==> config.mk <==
export PLATFORM = sky130hd
export DESIGN_NAME = tsr_frontend
export DESIGN_NICKNAME = d
export VERILOG_FILES = /design/src/rtl/tsr_pkg.sv /design/src/rtl/tsr_tb_if.sv /design/src/rtl/tsr_frontend.sv /design/src/rtl/tsr_timebase.sv
export VERILOG_INCLUDE_DIRS = /design/src /design/src/rtl
export SDC_FILE = /design/constraint.sdc
export NUM_CORES = 1
export LEC_CHECK = 0
export ABC_AREA = 0
export CAP_MARGIN = 20
export CORE_MARGIN = 10
export CORE_UTILIZATION = 51
export CTS_CLUSTER_SIZE = 16
export DETAILED_ROUTE_END_ITERATION = 6
export DONT_BUFFER_PORTS = 1
export PLACE_DENSITY = 0.66
export REMOVE_ABC_BUFFERS = 1
export SETUP_SLACK_MARGIN = 0.5
export SLEW_MARGIN = 20
export SYNTH_ARGS = -nofsm -noshare
export SYNTH_HDL_FRONTEND = slang
export SYNTH_HIERARCHICAL = 1
export SYNTH_SLANG_ARGS = --single-unit
==> constraint.sdc <==
create_clock -name sys_clk -period 7.5 [get_ports sys_clk]
set_clock_uncertainty 0.2 [all_clocks]
set_input_delay 0.75 -clock sys_clk [delete_from_list [all_inputs] [get_ports sys_clk]]
set_output_delay 0.75 -clock sys_clk [all_outputs]
set_load 0.02 [all_outputs]
==> src/rtl/tsr_regs.svh <==
`ifndef TSR_REGS_SVH
`define TSR_REGS_SVH

// System clock rate and timebase rate, in hertz.
`define TSR_CLK_HZ 40000000
`define TSR_TB_HZ 1000
// Cycles added to the timebase period per calibration step.
`define TSR_TRIM_STEP 4
// Nominal pulse lengths, in milliseconds.
`define TSR_ZERO_MS 100
`define TSR_ONE_MS 200
// Acceptance windows around the nominal pulse lengths, in milliseconds.
`define TSR_ZERO_MIN_MS 70
`define TSR_ZERO_MAX_MS 130
`define TSR_ONE_MIN_MS 170
`define TSR_ONE_MAX_MS 250
// Inactive gap that marks the missing pulse of the last second, in milliseconds.
`define TSR_MARKER_MS 1500
// Time the pull-up stays off after analysis starts to probe the output type.
`define TSR_PROBE_MS 50
// Data pulses between two minute markers (one minute of 60 seconds).
`define TSR_BITS_PER_MIN 59
// Reset values.
`define TSR_RST_TRIM 8'h00

`endif

==> src/rtl/tsr_pkg.sv <==
package tsr_pkg;

  typedef enum logic [2:0] {
    TSR_ST_IDLE = 3'b001,
    TSR_ST_SEARCH = 3'b010,
    TSR_ST_READ = 3'b100
  } tsr_state_type;

  typedef enum logic [1:0] {
    TSR_POL_AUTO = 2'h0,
    TSR_POL_NONINV = 2'h1,
    TSR_POL_INV = 2'h2
  } tsr_pol_mode_type;

  typedef enum logic [1:0] {
    TSR_PULL_AUTO = 2'h0,
    TSR_PULL_ON = 2'h1,
    TSR_PULL_OFF = 2'h2
  } tsr_pull_mode_type;

  typedef enum logic [1:0] {
    TSR_BIT_NONE = 2'h0,
    TSR_BIT_ZERO = 2'h1,
    TSR_BIT_ONE = 2'h2
  } tsr_bit_type;

endpackage

==> src/rtl/tsr_tb_if.sv <==
`timescale 1ns/10ps
interface tsr_tb_if;
  logic signed [7:0] trim;
  logic ms_tick;
  modport src (input trim, output ms_tick);
  modport snk (output trim, input ms_tick);
endinterface

==> src/rtl/tsr_frontend.sv <==
`timescale 1ns/10ps
`include "tsr_regs.svh"
module tsr_frontend
  import tsr_pkg::*;
#(
  parameter int CLK_PER_MS = `TSR_CLK_HZ / `TSR_TB_HZ
) (
  // Clock and reset.
  input wire logic sys_clk,
  input wire logic nrst,
  // Receiver module pins.
  input wire logic rx_pin_in,
  output logic pullup_enable,
  output logic receiver_power_save_output,
  // Indicator and timebase pins.
  output logic rx_led,
  output logic timebase_output,
  // Configuration.
  input wire logic analyse_en,
  input wire tsr_pkg::tsr_pol_mode_type pol_mode,
  input wire tsr_pkg::tsr_pull_mode_type pull_mode,
  input wire logic ps_active_high,
  input wire logic signed [7:0] cal_trim,
  // Status and decoded minute.
  output logic pol_inverted,
  output logic pullup_needed,
  output tsr_pkg::tsr_state_type rx_state,
  output logic bit_error,
  output logic minute_valid,
  output logic [`TSR_BITS_PER_MIN-1:0] minute_data
);

  import tsr_pkg::*;

  function automatic tsr_bit_type classify(input logic [11:0] ms);
    if (ms >= 12'(`TSR_ZERO_MIN_MS) && ms <= 12'(`TSR_ZERO_MAX_MS)) begin
      return TSR_BIT_ZERO;
    end else if (ms >= 12'(`TSR_ONE_MIN_MS) && ms <= 12'(`TSR_ONE_MAX_MS)) begin
      return TSR_BIT_ONE;
    end
    return TSR_BIT_NONE;
  endfunction

  tsr_tb_if tbi ();
  assign tbi.trim = cal_trim;

  tsr_timebase #(
    .CLK_PER_MS(CLK_PER_MS)
  ) u_timebase (
    .sys_clk(sys_clk),
    .nrst(nrst),
    .tb(tbi),
    .timebase_output(timebase_output)
  );

  // Pin synchroniser; only the second stage and later are looked at.
  logic rx_meta;
  logic rx_sync;
  logic rx_prev;
  logic [11:0] run_ms;
  logic [5:0] probe_ms;
  logic probe_toggle;
  logic auto_inv;
  logic [5:0] bit_cnt;
  logic [`TSR_BITS_PER_MIN-1:0] shift;
  tsr_state_type state;
  tsr_state_type next_state;

  wire ms_tick = tbi.ms_tick;
  wire edge_seen = rx_sync ^ rx_prev;
  wire tsr_bit_type run_class = classify(run_ms);
  wire run_valid = (run_class != TSR_BIT_NONE);
  wire next_inv = (pol_mode == TSR_POL_INV) | ((pol_mode == TSR_POL_AUTO) & auto_inv);
  wire active_end = edge_seen & (rx_prev == ~pol_inverted);
  wire gap_end = edge_seen & (rx_prev == pol_inverted) & (run_ms >= 12'(`TSR_MARKER_MS));
  wire probing = (pull_mode == TSR_PULL_AUTO) & (probe_ms != 6'(`TSR_PROBE_MS));
  wire minute_full = (bit_cnt == 6'(`TSR_BITS_PER_MIN));

  assign rx_state = state;

  always_comb begin
    next_state = state;
    unique case (state)
      TSR_ST_IDLE: begin
        if (analyse_en) begin
          next_state = TSR_ST_SEARCH;
        end
      end
      TSR_ST_SEARCH: begin
        if (gap_end) begin
          next_state = TSR_ST_READ;
        end
      end
      TSR_ST_READ: begin
        if (active_end && !run_valid) begin
          next_state = TSR_ST_SEARCH;
        end else if (bit_cnt > 6'(`TSR_BITS_PER_MIN)) begin
          next_state = TSR_ST_SEARCH;
        end
      end
    endcase
    if (!analyse_en) begin
      next_state = TSR_ST_IDLE;
    end
  end

  always_ff @(posedge sys_clk) begin
    if (!nrst) begin
      rx_meta <= 1'b0;
      rx_sync <= 1'b0;
      rx_prev <= 1'b0;
      run_ms <= 12'h000;
    end else begin
      rx_meta <= rx_pin_in;
      rx_sync <= rx_meta;
      rx_prev <= rx_sync;
      if (edge_seen) begin
        run_ms <= 12'h000;
      end else if (ms_tick && run_ms != 12'hFFF) begin
        run_ms <= run_ms + 12'h001;
      end
    end
  end

  // A level run of valid pulse length marks that level as the active one.
  always_ff @(posedge sys_clk) begin
    if (!nrst) begin
      auto_inv <= 1'b0;
      pol_inverted <= 1'b0;
    end else begin
      if (edge_seen && run_valid && state != TSR_ST_IDLE) begin
        auto_inv <= ~rx_prev;
      end
      pol_inverted <= next_inv;
    end
  end

  // In auto mode the pull-up stays off while idle and briefly after analysis starts; a driven output toggles.
  always_ff @(posedge sys_clk) begin
    if (!nrst) begin
      probe_ms <= 6'h00;
      probe_toggle <= 1'b0;
      pullup_needed <= 1'b1;
      pullup_enable <= 1'b0;
    end else begin
      if (state == TSR_ST_IDLE) begin
        probe_ms <= 6'h00;
        probe_toggle <= 1'b0;
      end else if (probing) begin
        probe_ms <= ms_tick ? probe_ms + 6'h01 : probe_ms;
        probe_toggle <= probe_toggle | edge_seen;
        if (ms_tick && probe_ms == 6'(`TSR_PROBE_MS - 1)) begin
          pullup_needed <= ~(probe_toggle | edge_seen);
        end
      end
      unique case (pull_mode)
        TSR_PULL_ON: pullup_enable <= 1'b1;
        TSR_PULL_OFF: pullup_enable <= 1'b0;
        default: pullup_enable <= pullup_needed & ~probing;
      endcase
    end
  end

  always_ff @(posedge sys_clk) begin
    if (!nrst) begin
      receiver_power_save_output <= 1'b0;
      rx_led <= 1'b0;
    end else begin
      receiver_power_save_output <= analyse_en ? ps_active_high : ~ps_active_high;
      rx_led <= (state != TSR_ST_IDLE) & (rx_sync ^ pol_inverted);
    end
  end

  always_ff @(posedge sys_clk) begin
    if (!nrst) begin
      state <= TSR_ST_IDLE;
      bit_cnt <= 6'h00;
      shift <= '0;
      bit_error <= 1'b0;
      minute_valid <= 1'b0;
      minute_data <= '0;
    end else begin
      state <= next_state;
      minute_valid <= 1'b0;
      bit_error <= (state == TSR_ST_READ) & active_end & ~run_valid;
      if (next_state != TSR_ST_READ || state != TSR_ST_READ) begin
        bit_cnt <= 6'h00;
      end else if (gap_end) begin
        bit_cnt <= 6'h00;
        if (minute_full) begin
          minute_valid <= 1'b1;
          minute_data <= shift;
        end
      end else if (active_end) begin
        bit_cnt <= bit_cnt + 6'h01;
        shift <= {run_class == TSR_BIT_ONE, shift[`TSR_BITS_PER_MIN-1:1]};
      end
    end
  end
endmodule

==> src/rtl/tsr_timebase.sv <==
`timescale 1ns/10ps
`include "tsr_regs.svh"
module tsr_timebase #(
  parameter int CLK_PER_MS = `TSR_CLK_HZ / `TSR_TB_HZ
) (
  // Clock and reset.
  input wire logic sys_clk,
  input wire logic nrst,
  // Trim in, millisecond tick out.
  tsr_tb_if.src tb,
  // Square timebase pin.
  output logic timebase_output
);

  // Period in cycles after applying the signed calibration trim.
  function automatic logic [19:0] calc_period(input logic signed [7:0] trim);
    int p;
    p = CLK_PER_MS + int'(trim) * `TSR_TRIM_STEP;
    return p[19:0];
  endfunction

  logic [19:0] cnt;
  logic ms_tick;
  wire [19:0] period = calc_period(tb.trim);
  wire [19:0] half_hi = {1'b0, period[19:1]};
  wire [19:0] half_lo = period - half_hi;
  wire phase_end = (cnt == 20'h00000);

  assign tb.ms_tick = ms_tick;

  // The trim shifts both the pin frequency and the tick that paces all timekeeping.
  always_ff @(posedge sys_clk) begin
    if (!nrst) begin
      cnt <= 20'h00000;
      timebase_output <= 1'b0;
      ms_tick <= 1'b0;
    end else begin
      ms_tick <= phase_end & timebase_output;
      if (phase_end) begin
        timebase_output <= ~timebase_output;
        cnt <= timebase_output ? half_lo - 20'h00001 : half_hi - 20'h00001;
      end else begin
        cnt <= cnt - 20'h00001;
      end
    end
  end

  // Helper: cycles since the last tick, for checking the trimmed period.
  // A trim change inside the measured span mixes two periods, so such spans are skipped.
  logic [19:0] since;
  logic tick_seen;
  logic signed [7:0] trim_prev;
  logic trim_moved;
  wire trim_step = (tb.trim != trim_prev);
  always_ff @(posedge sys_clk) begin
    if (!nrst) begin
      since <= 20'h00000;
      tick_seen <= 1'b0;
      trim_prev <= 8'sh00;
      trim_moved <= 1'b1;
    end else begin
      since <= ms_tick ? 20'h00001 : since + 20'h00001;
      tick_seen <= tick_seen | ms_tick;
      trim_prev <= tb.trim;
      trim_moved <= ms_tick ? trim_step : (trim_moved | trim_step);
    end
  end
endmodule

=== After elaboration in Yosys (flattened, before gate mapping) ===
Cells that the tools add are included.
W data, S select, Z words.

* Word-level logic and storage cells: 112
* Register bits after elaboration: 179
* Memories: 0
* Bits in latches: 0
* Bits in read-only memories: 0
* Output and inout port bits: 70
* RAM bits: 0

* Reduce and logical (&&, ||, !) cells: 21
* Divide/modulo/power cells: 0
* Equal/unequal tests: 16
* Multipliers: 0
* $add $sub $neg: 8
* $lt $le $gt $ge: 6
* Shift operators: 0
* Multiplexer cells: 15
* Bitwise logic cells: 25

{| class="wikitable"
|+ Operators by type and width
! operator !! count
|-
| $mux W20 || 2
|-
| $sub A20 B1 Y20 const B || 2
|-
| $le A12 B8 Y1 const B || 2
|-
| $logic_not A20 Y1 || 1
|-
| $sub A19 B1 Y20 const B || 1
|-
| $sub A20 B19 Y20 || 1
|-
| $add A17 B10 Y18 const A || 1
|-
| $add A12 B1 Y12 const B || 1
|-
| $add A6 B1 Y6 const B || 2
|-
| $eq A6 B6 Y1 const B || 2
|-
| $ge A12 B11 Y1 const B || 1
|-
| $ge A12 B7 Y1 const B || 1
|-
| $ge A12 B8 Y1 const B || 1
|-
| $mux W3 || 4
|-
| $ne A12 B12 Y1 const B || 1
|-
| $not A1 Y1 || 11
|-
| $and A1 B1 Y1 || 10
|-
| $pmux W3 S3 || 1
|-
| $reduce_and A3 Y1 || 3
|-
| $logic_and A1 B1 Y1 || 7
|-
| $eq A2 B2 Y1 const B || 3
|-
| $gt A6 B6 Y1 const B || 1
|-
| $mux W2 || 3
|-
| $ne A3 B3 Y1 const B || 2
|-
| other kinds (18) || 27
|}

=== Logic depth before layout (Yosys ltp) ===
Gate-level depths: netlist of the first run.

* Word-level depth: 15
* Mapped depth: 12
* Mapped depth without buffers: 10

=== Hierarchy ===
Netlist of the first run, hierarchy kept.

{| class="wikitable"
|+ By module, submodules not included
! module !! area each (um^2) !! cells an instance !! sequential area each (um^2) !! times used
|-
| tsr_frontend || 6070.8 || 610 || 3143.0 || 1
|-
| tsr_timebase || 1860.5 || 228 || 440.4 || 1
|}

=== Worst setup path before layout of the first run ===
No wires, ideal clock.

* Path kind: input to register
* From: in cal_trim[4]
* To: reg u_timebase.cnt[10]
* Required time: 7.209 ns
* Setup slack: 4.359 ns
* Arrival: 2.850 ns
* Stages on the path: 9
* Setup time: 0.091 ns
* Path through: ha_1 > xor2_1 > inv_1 > ha_1 > a221oi_1 > a31oi_1 > a21oi_1 > nand2_1 > a311oi_1

* Word-level cells in the longest chain between the ends: 5
* Elaborated cells between the ends (all ways): 6
* Classes of those cells: add/sub: 4; mux: 2

{| class="wikitable"
|+ RTL lines
! element !! line !! source
|-
| start: declaration || tsr_frontend.sv:23 || <nowiki>input wire logic signed [7:0] cal_trim,</nowiki>
|-
| $add A17 B10 Y18 (no source line) * || -- ||
|-
| $sub A20 B19 Y20 || tsr_timebase.sv:26 || <nowiki>wire [19:0] half_lo = period - half_hi;</nowiki>
|-
| $sub A20 B1 Y20 || tsr_timebase.sv:41 || <nowiki>cnt <= timebase_output ? half_lo - 20'h00001 : half_hi - 20'h00001;</nowiki>
|-
| $mux W20 * || tsr_timebase.sv:41 ||
|-
| $mux W20 * || tsr_timebase.sv:39 || <nowiki>if (phase_end) begin</nowiki>
|-
| end signal: assignment || tsr_timebase.sv:41 ||
|-
| end signal: assignment || tsr_timebase.sv:43 || <nowiki>cnt <= cnt - 20'h00001;</nowiki>
|-
| end: declaration || tsr_timebase.sv:22 || <nowiki>logic [19:0] cnt;</nowiki>
|}

Mark *: on every way between the ends. The rest lies on a longest branch, timed or not.
A chain may end at the register's enable or synchronous reset.

=== Worst setup path after layout of the first run ===
Ends and elaborated chain as after synthesis.

==> qor.yml, run 1 <==
status: "complete, no violations"
insertion_delay_ns: 0.43
final_antenna_net_count: 0
synth_ff_type: "dfxtp_1"
synth_area_leaders: "dfxtp_1 (45%), mux2i_1 (15%), nand2_1 (7.4%)"
detail_route.iter0.violations: 305
ios: 87
whs_ns: 0.2023
cap_violations: 0
r2r_slack_ns: 4.53
synthArstFlopShare_pct: 0
ys_types: 64
worst_setup_path_end_kind: "flop"
routed_wl_mm: 15.71
rsz0062_at_grt: "no"
grt_pass1_vias: 5251
fmaxAchievable_mhz: 325.3
dr.pass1.iters: 4
slew_violations: 0
postCtsSetupRepairBufs: 0
cp.required_ns: 7.63
die_height_um: 144.7
hold_path.class: "input port to flop"
cts_tree: "yes"
holdBufCountCts: 0
stdcell_count: 1017
setup_viol: 0
grt_antenna_before_repair: 0
yosysSeqAreaShare_pct: 45.18
initial_core_util_pct: 52.17
wl_per_cell_um: 15.45
vias: 5553
slew_headroom_pct: 29.71
cts_buffers: 17
synth-edff-count: 0
clockBufferDepth: 2
row_count: 45
path_max_fanout: 13
power_uw: 2288
syn_inst: 838
core-area_sq_um: 15200
p_per_area_nw_per_um2: 268.5
drc: 0
p_leak_uw: 0.002973
ys_warn_count: 6
synth_top_cell_area_share_pct: 45.18
grt_pass1_wl_mm: 25.81
cp-start-kind: "input port"
io_buffers: 0
clk_pin_slew_ns: 0.07
die_width_um: 144.7
drive_gt1_share_pct: 6.152
vias_per_cell: 5.460
num_antenna_cells: 0
cts_resized: 0
hold_viol_final: 0
final_nets: 860
min_period_over_period_pct: 40.99
clock-sinks: 179
worst_slew_pin_slew_ns: 1.054
cts_max_level: 4
peakVddDrop_mv: 0.1729
postSynthAreaPerCell_sq_um: 9.465
dp_worst_setup_slack_ns: 4.011
grt_overflow: 0
dp_hpwl_mm: 10.94
yosys.area.top_type: "dfxtp_1"
gp_congestion: 0.8530
fin_crit_ns: 3.074
grt_use_total_pct: 15.13
setup_tns_ns: 0
grt_max_degree: 144
die_area_sq_um: 20940
syn_area_sq_um: 7931
root_buffer: "clkbuf_16"
arrival_ns: 3.21
synth_seq_cells: 179
timing.final.ws_setup_ns: 4.426
area_growth_pct: 7.430
critPathKind: "input port to flop"
place_inst: 985
## area by class of cell
cell class | instances | area (sq um)
fillers | 1360 | 6681
multi-input cells | 591 | 4038
flip-flops and latches | 179 | 3583
clock buffers | 19 | 442.9
well taps | 188 | 235.2
clock inverters | 13 | 116.4
inverters | 26 | 97.59
repair buffers | 1 | 7.507
## cell families after synthesis
logic type / after synthesis / share of synthesized area [%]
simple gates: 314 / 18.38
flops: 179 / 45.18
mux: 122 / 15.40
compound gates: 77 / 7.099
buf+inv: 68 / 3.960
xor+xnor: 51 / 5.632
fa+ha+maj: 27 / 4.354
## worst paths after layout
kind,from,end,cells past startpoint
max,cal_trim[4],u_timebase/cnt[10],9
min reg2reg,rx_meta,rx_sync,1
min,pol_mode[0],pol_inverted,1
max reg2reg,pol_inverted,shift[34],5
## where the power goes
group / internal (uW) / switching, uW
combinational: 176 / 210
sequential: 1000 / 59.9
clock: 446 / 395
## synthesized netlist by cell type, types with 2 or more instances
cell type	count
o211ai_1	2
nand2b_1	9
or4_4	2
o31a_1	2
xnor2_1	29
a2111oi_2	2
nor2_1	53
nand3_1	17
nor3b_1	4
dfxtp_1	179
a221oi_1	4
xor2_1	22
clkbuf_1	25
o21a_1	2
nand4b_1	2
or3_1	4
nor2b_1	3
and3_1	8
a211oi_1	8
buf_4	5
buf_2	8
inv_1	25
nor4_1	4
mux2i_1	122
a2111oi_0	3
a21boi_0	4
a311oi_1	2
nand2_1	157
nor4_2	2
o311ai_1	2
and2_1	11
a31oi_1	4
a211oi_2	2
o21ai_0	12
nand4_1	8
and3_2	2
buf_6	4
nor3_1	19
ha_1	26
a21oi_1	15
## per-layer routing
metal / part of all wire (%) / global-route usage (%) / vias up / routed length, um
met5: 0 / 0 / - / 0
met4: 1.9 / 6.064 / 0 / 302
met3: 5.7 / 4.694 / 25 / 896
met2: 47 / 25.03 / 105 / 7378
met1: 45 / 17.91 / 2592 / 7131
li1: - / - / 2831 / -
## through the flow
step	util, %	cell area, sq um
floorplan	-	7715
global placement	52.36	7960
detailed placement	52.36	7960
CTS	56.04	8519
global route	56.05	8521
finish	56.05	8521
## state kept, by name, indices dropped and copies added, names as in the netlist, 3 cells and up
name / flops
u_timebase/cnt: 20
minute_data: 59
shift: 59
probe_ms: 6
rx_state: 3
run_ms: 12
bit_cnt: 6
## cells in the final DEF (no fill, tap or decap), drive strengths merged, types with 15 or more instances in the layout
cell type	instances
a21oi	15
clkbuf	19
dfxtp	179
ha	26
inv	33
mux2i	122
nand2	157
nand3	17
nor2	55
nor3	20
xnor2	29
xor2	22
## critical path, stage by stage
cell      delay [ns]
ha_1            0.22
xor2_1          0.41
inv_1           0.18
ha_1            0.41
a221oi_1        0.48
a31oi_1         0.20
a21oi_1         0.22
nand2_1         0.07
a311oi_1        0.27
No activity file was read; power rests on OpenSTA's default activity.
==> inputs of run 2 (changes only) <==
==> constraint.sdc (replaced) <==
create_clock -name sys_clk -period 2.85 [get_ports sys_clk]
set_clock_uncertainty 0.2 [all_clocks]
set_input_delay 0.285 -clock sys_clk [delete_from_list [all_inputs] [get_ports sys_clk]]
set_output_delay 0.285 -clock sys_clk [all_outputs]
set_load 0.02 [all_outputs]
==> run 2 against run 1 <==
Against the previous run: power grew to 2.7 times the previous value; first-iteration DRC count grew 18%; worst setup slack lost 3.9 ns; sequential share of layout area shrank 3.6 points; critical path type is now flop to flop.
==> qor.yml, run 2 (synthesis results as in run 1) <==
initial_core_util_pct: 52.17
row_count: 45
cp_cell_sequence: "or4_4, a211oi_4, a211oi_4, nor2_4, buf_6, clkbuf_16, mux2i_1"
path_max_fanout: 5
peakVddDrop_mv: 0.4270
gp_congestion: 0.8362
grt_max_degree: 101
grt_antenna_before_repair: 0
critPathSlowestCell: "or4_4"
dp_hpwl_mm: 10.97
die_width_um: 144.7
worst_setup_path_end_kind: "flop"
io_buffers: 0
slew_violations: 0
vias_per_cell: 5.472
clock-sinks: 179
dr.pass1.iters: 5
num_antenna_cells: 0
drc: 0
p_per_area_nw_per_um2: 659.3
p_leak_uw: 0.003223
nFillCells: 1266
die_height_um: 144.7
ios: 87
root_buffer: "clkbuf_16"
cap_violations: 0
cp_slowest_stage_delay_ns: 0.60
worst_path_most_repeated_cell: "a211oi_4"
placed_area_sq_um: 8053
cts_max_level: 4
cts_tree: "yes"
insertion_delay_ns: 0.42
die_area_sq_um: 20940
arrival_ns: 2.49
final_nets: 926
area_growth_pct: 17.86
grt_overflow: 0
setup_viol: 0
fmaxAchievable_mhz: 425.6
wl_per_cell_um: 16.47
detail_route.iter0.violations: 359
cts_buffers: 17
regArea_sq_um: 3592
grt_pass1_vias: 5644
final_antenna_net_count: 0
slew_headroom_pct: 50.45
drive_gt1_share_pct: 8.837
clockBufferDepth: 2
whs_ns: 0.04030
vias: 5921
status: "complete, no violations"
hold_viol_final: 0
fin_crit_ns: 2.349
final_common_cell: "dfxtp_1"
cp.required_ns: 2.99
hold_path.class: "input port to flop"
grt_use_total_pct: 16.62
critPathKind: "flop to flop"
min_period_over_period_pct: 82.43
grt_pass1_wl_mm: 28.34
multi_input_area_sq_um: 4093
clk_pin_slew_ns: 0.06
top_regs: "minute_data (59), shift (59), u_timebase/cnt (20)"
worst_slew_pin_slew_ns: 0.7389
layout_common_cells: "dfxtp_1 (174), nand2_1 (155), mux2i_1 (122)"
routed_wl_mm: 17.82
rsz0062_at_grt: "yes"
cp-start-kind: "flop"
final_area_sq_um: 9348
core-area_sq_um: 15200
-- run 2: layout make-up --
class / instances / area share (%)
Tap cell: 188 / 2.516
Inverter: 26 / 1.044
Sequential cell: 179 / 38.43
Clock inverter: 11 / 1.111
Timing Repair Buffer: 67 / 8.232
Clock buffer: 20 / 4.886
Multi-Input combinational cell: 591 / 43.78
-- run 2: timing repair --
item,in CTS,in global routing
setup buffers,1,3
pin swaps,3,4
gates cloned,1,4
gates resized for setup,8,17
endpoints found under the setup margin,59,127
endpoints found under the hold margin,154,0
hold buffers,48,0
-- run 2: power breakdown --
group / leakage [uW] / total [uW] / switching, uW / internal [uW]
Clock: 0.000273 / 2220 / 969 / 1250
Combinational: 0.00150 / 1150 / 626 / 524
Sequential: 0.00145 / 2790 / 159 / 2630
-- run 2: through the flow --
step	util, %	setup TNS [ns]	instances	total power [uW]	setup WS (ns)
2_1_floorplan	-	-55.97	796	3657	-0.6885
5_1_grt	61.49	0	1082	6468	0.4098
6_report	61.49	0	1082	6163	0.5006
4_1_cts	60.44	0	1075	6161	0.5085
3_5_place_dp	52.97	0	994	3889	0.3252
3_3_place_gp	52.97	0	994	3849	0.3588
-- run 2: worst paths after layout --
kind	startpoint	to	slack [ns]	depth (start not counted)
worst min register to register	shift[0]	minute_data[0]	0.28	2
worst min-delay path	pull_mode[1]	pullup_enable	0.04	4
worst max-delay path	run_ms[10]	shift[22]	0.50	7
worst max register to register	run_ms[10]	shift[22]	0.50	7
-- run 2: layer usage --
metal,GRT usage [%],part of all wire [%]
met2,27.57,49
met3,4.694,5.6
met4,4.947,0.56
met5,0,0
met1,20.52,45
-- run 2: critical path: cells and delay by family, from the launching register on --
family | cells | cell delay (ns)
compound gates | 2 | 0.41
buf+inv | 2 | 0.35
flops | 1 | 0.35
mux | 1 | 0.18
simple gates | 2 | 0.79
==> inputs of run 3 (changes only) <==
==> constraint.sdc (replaced) <==
create_clock -name sys_clk -period 2.4 [get_ports sys_clk]
set_clock_uncertainty 0.2 [all_clocks]
set_input_delay 0.24 -clock sys_clk [delete_from_list [all_inputs] [get_ports sys_clk]]
set_output_delay 0.24 -clock sys_clk [all_outputs]
set_load 0.02 [all_outputs]
==> run 3 against run 2 <==
Against the previous run: final area up 17%; clock power up 23%; flip-flop and latch count unchanged; critical endpoint is now shift[1]; largest cell class unchanged.
==> qor.yml, run 3 (synthesis results as in run 1) <==
vias_per_cell: 5.539
grt_antenna_before_repair: 0
slew_violations: 0
dr.pass1.iters: 4
dp_hpwl_mm: 11.52
r2r_slack_ns: 0.18
status: "complete, no violations"
p_per_area_nw_per_um2: 756.2
r2r-start: "run_ms[8]"
final_area_sq_um: 10910
peakVddDrop_mv: 0.5820
row_count: 45
clk_pin_slew_ns: 0.07
fmaxAchievable_mhz: 450.3
drive_gt1_share_pct: 23.59
rr_endpoint: "shift[1]"
arrival_ns: 2.38
die_area_sq_um: 20940
hold_path.class: "input port to flop"
hold_viol_final: 0
fin_crit_ns: 2.221
cts_buffers: 17
layout_common_cells: "dfxtp_1 (161), nand2_1 (153), mux2i_1 (115)"
cp.required_ns: 2.56
cp_cell_sequence: "or4_4, a211oi_2, a211oi_4, nor2_4, buf_12, buf_16, mux2i_2"
grt_max_degree: 76
setup_viol: 0
min_period_over_period_pct: 92.54
routed_wl_mm: 21.35
critPathSlowestCell: "or4_4"
die_height_um: 144.7
root_buffer: "clkbuf_16"
die_width_um: 144.7
cp-startpoint: "run_ms[8]"
clock-sinks: 179
cts_tree: "yes"
cp.depth: 7
cap_violations: 0
clockBufferDepth: 2
cts_max_level: 4
grt_pass1_vias: 6422
num_antenna_cells: 0
worst_slew_pin_slew_ns: 0.6728
min-delay-start: "analyse_en"
rsz0062_at_grt: "yes"
detail_route.iter0.violations: 337
wl_per_cell_um: 18.09
slew_headroom_pct: 55.09
io_buffers: 0
area_growth_pct: 37.50
final_nets: 1023
power_uw: 8246
grt_pass1_wl_mm: 31.98
ios: 87
p_leak_uw: 0.003755
grt_use_total_pct: 19.24
setup_tns_ns: 0
placed_area_sq_um: 8273
vias: 6536
path_buf_inv: 2
setup.worst_path.end: "shift[1]"
final_common_cell: "dfxtp_1"
crit_family: "simple AND/OR/NAND/NOR gates"
grt_overflow: 0
drc: 0
insertion_delay_ns: 0.43
core-area_sq_um: 15200
cp_slowest_stage_delay_ns: 0.59
final_antenna_net_count: 0
initial_core_util_pct: 52.17
critPathKind: "flop to flop"
cp-start-kind: "flop"
worst_setup_path_end_kind: "flop"
gp_congestion: 0.8932
path_max_fanout: 14
top_regs: "minute_data (59), shift (59), u_timebase/cnt (20)"
final_core_util_pct: 71.74
reg2reg_depth: 7
run 3: cell count changes in the layout (fill, tap and decap cells not counted), moves of 8 or more:
cell,delta
buf_4,+46
buf_6,+12
dfxtp_1,-13
dfxtp_2,+9
dlygate4sd3_1,+30
nor3_1,-8
run 3: how the worst min path moves through the flow:
stage / slack (ns) / end / cells past startpoint
after detailed placement: 0.12 / pol_inverted / 1
after floorplan: 0.12 / pol_inverted / 1
after global placement: 0.12 / pol_inverted / 1
final: 0.01 / shift[58] / 3
after CTS: 0.006 / shift[58] / 3
after global routing: 0.03 / shift[58] / 3
run 3: area by class of cell:
type | count | area, sq um
Sequential cell | 179 | 3618
Clock buffer | 17 | 425.4
Timing Repair Buffer | 164 | 1763
Inverter | 26 | 108.9
Multi-Input combinational cell | 591 | 4591
Clock inverter | 15 | 163.9
Tap cell | 188 | 235.2
Fill cell | 1030 | 4297
run 3: what timing repair did:
item,4_1_cts,5_1_grt
gates cloned,8,0
pin swaps,27,29
setup buffers,28,14
hold endpoints to repair,154,1
hold buffers,77,1
setup endpoints to repair,156,160
resized for setup,68,96
run 3: layer usage:
metal	GRT usage [%]	wire (um)	vias up	share of wire, %
met5	0	0	-	0
met2	33.68	10920	162	51
met4	6.915	543	0	2.5
met3	5.606	1227	41	5.7
met1	21.77	8662	3174	41
li1	-	-	3159	-
run 3: power breakdown:
part	switching [uW]	internal [uW]	total, uW
combinational	1090	1080	2170
clock	1270	1480	2740
sequential	203	3130	3340
total	2560	5690	8250
run 3: worst min-delay path: cells and delay by family:
| family | cells | cell delay [ns] |
|---|---|---|
| AOI/OAI and AO/OA | 1 | 0.15 |
| and+or+nand+nor | 2 | 0.20 |
run 3: through the flow:
step	hold slack [ns]	std cells	worst slack, ns
4_1_cts	0.005646	1165	0.2065
3_3_place_gp	0.1176	1020	0.06771
3_5_place_dp	0.1226	1020	-0.008481
5_1_grt	0.03185	1180	0.07727
2_1_floorplan	0.1161	796	-1.139
6_report	0.01417	1180	0.1791
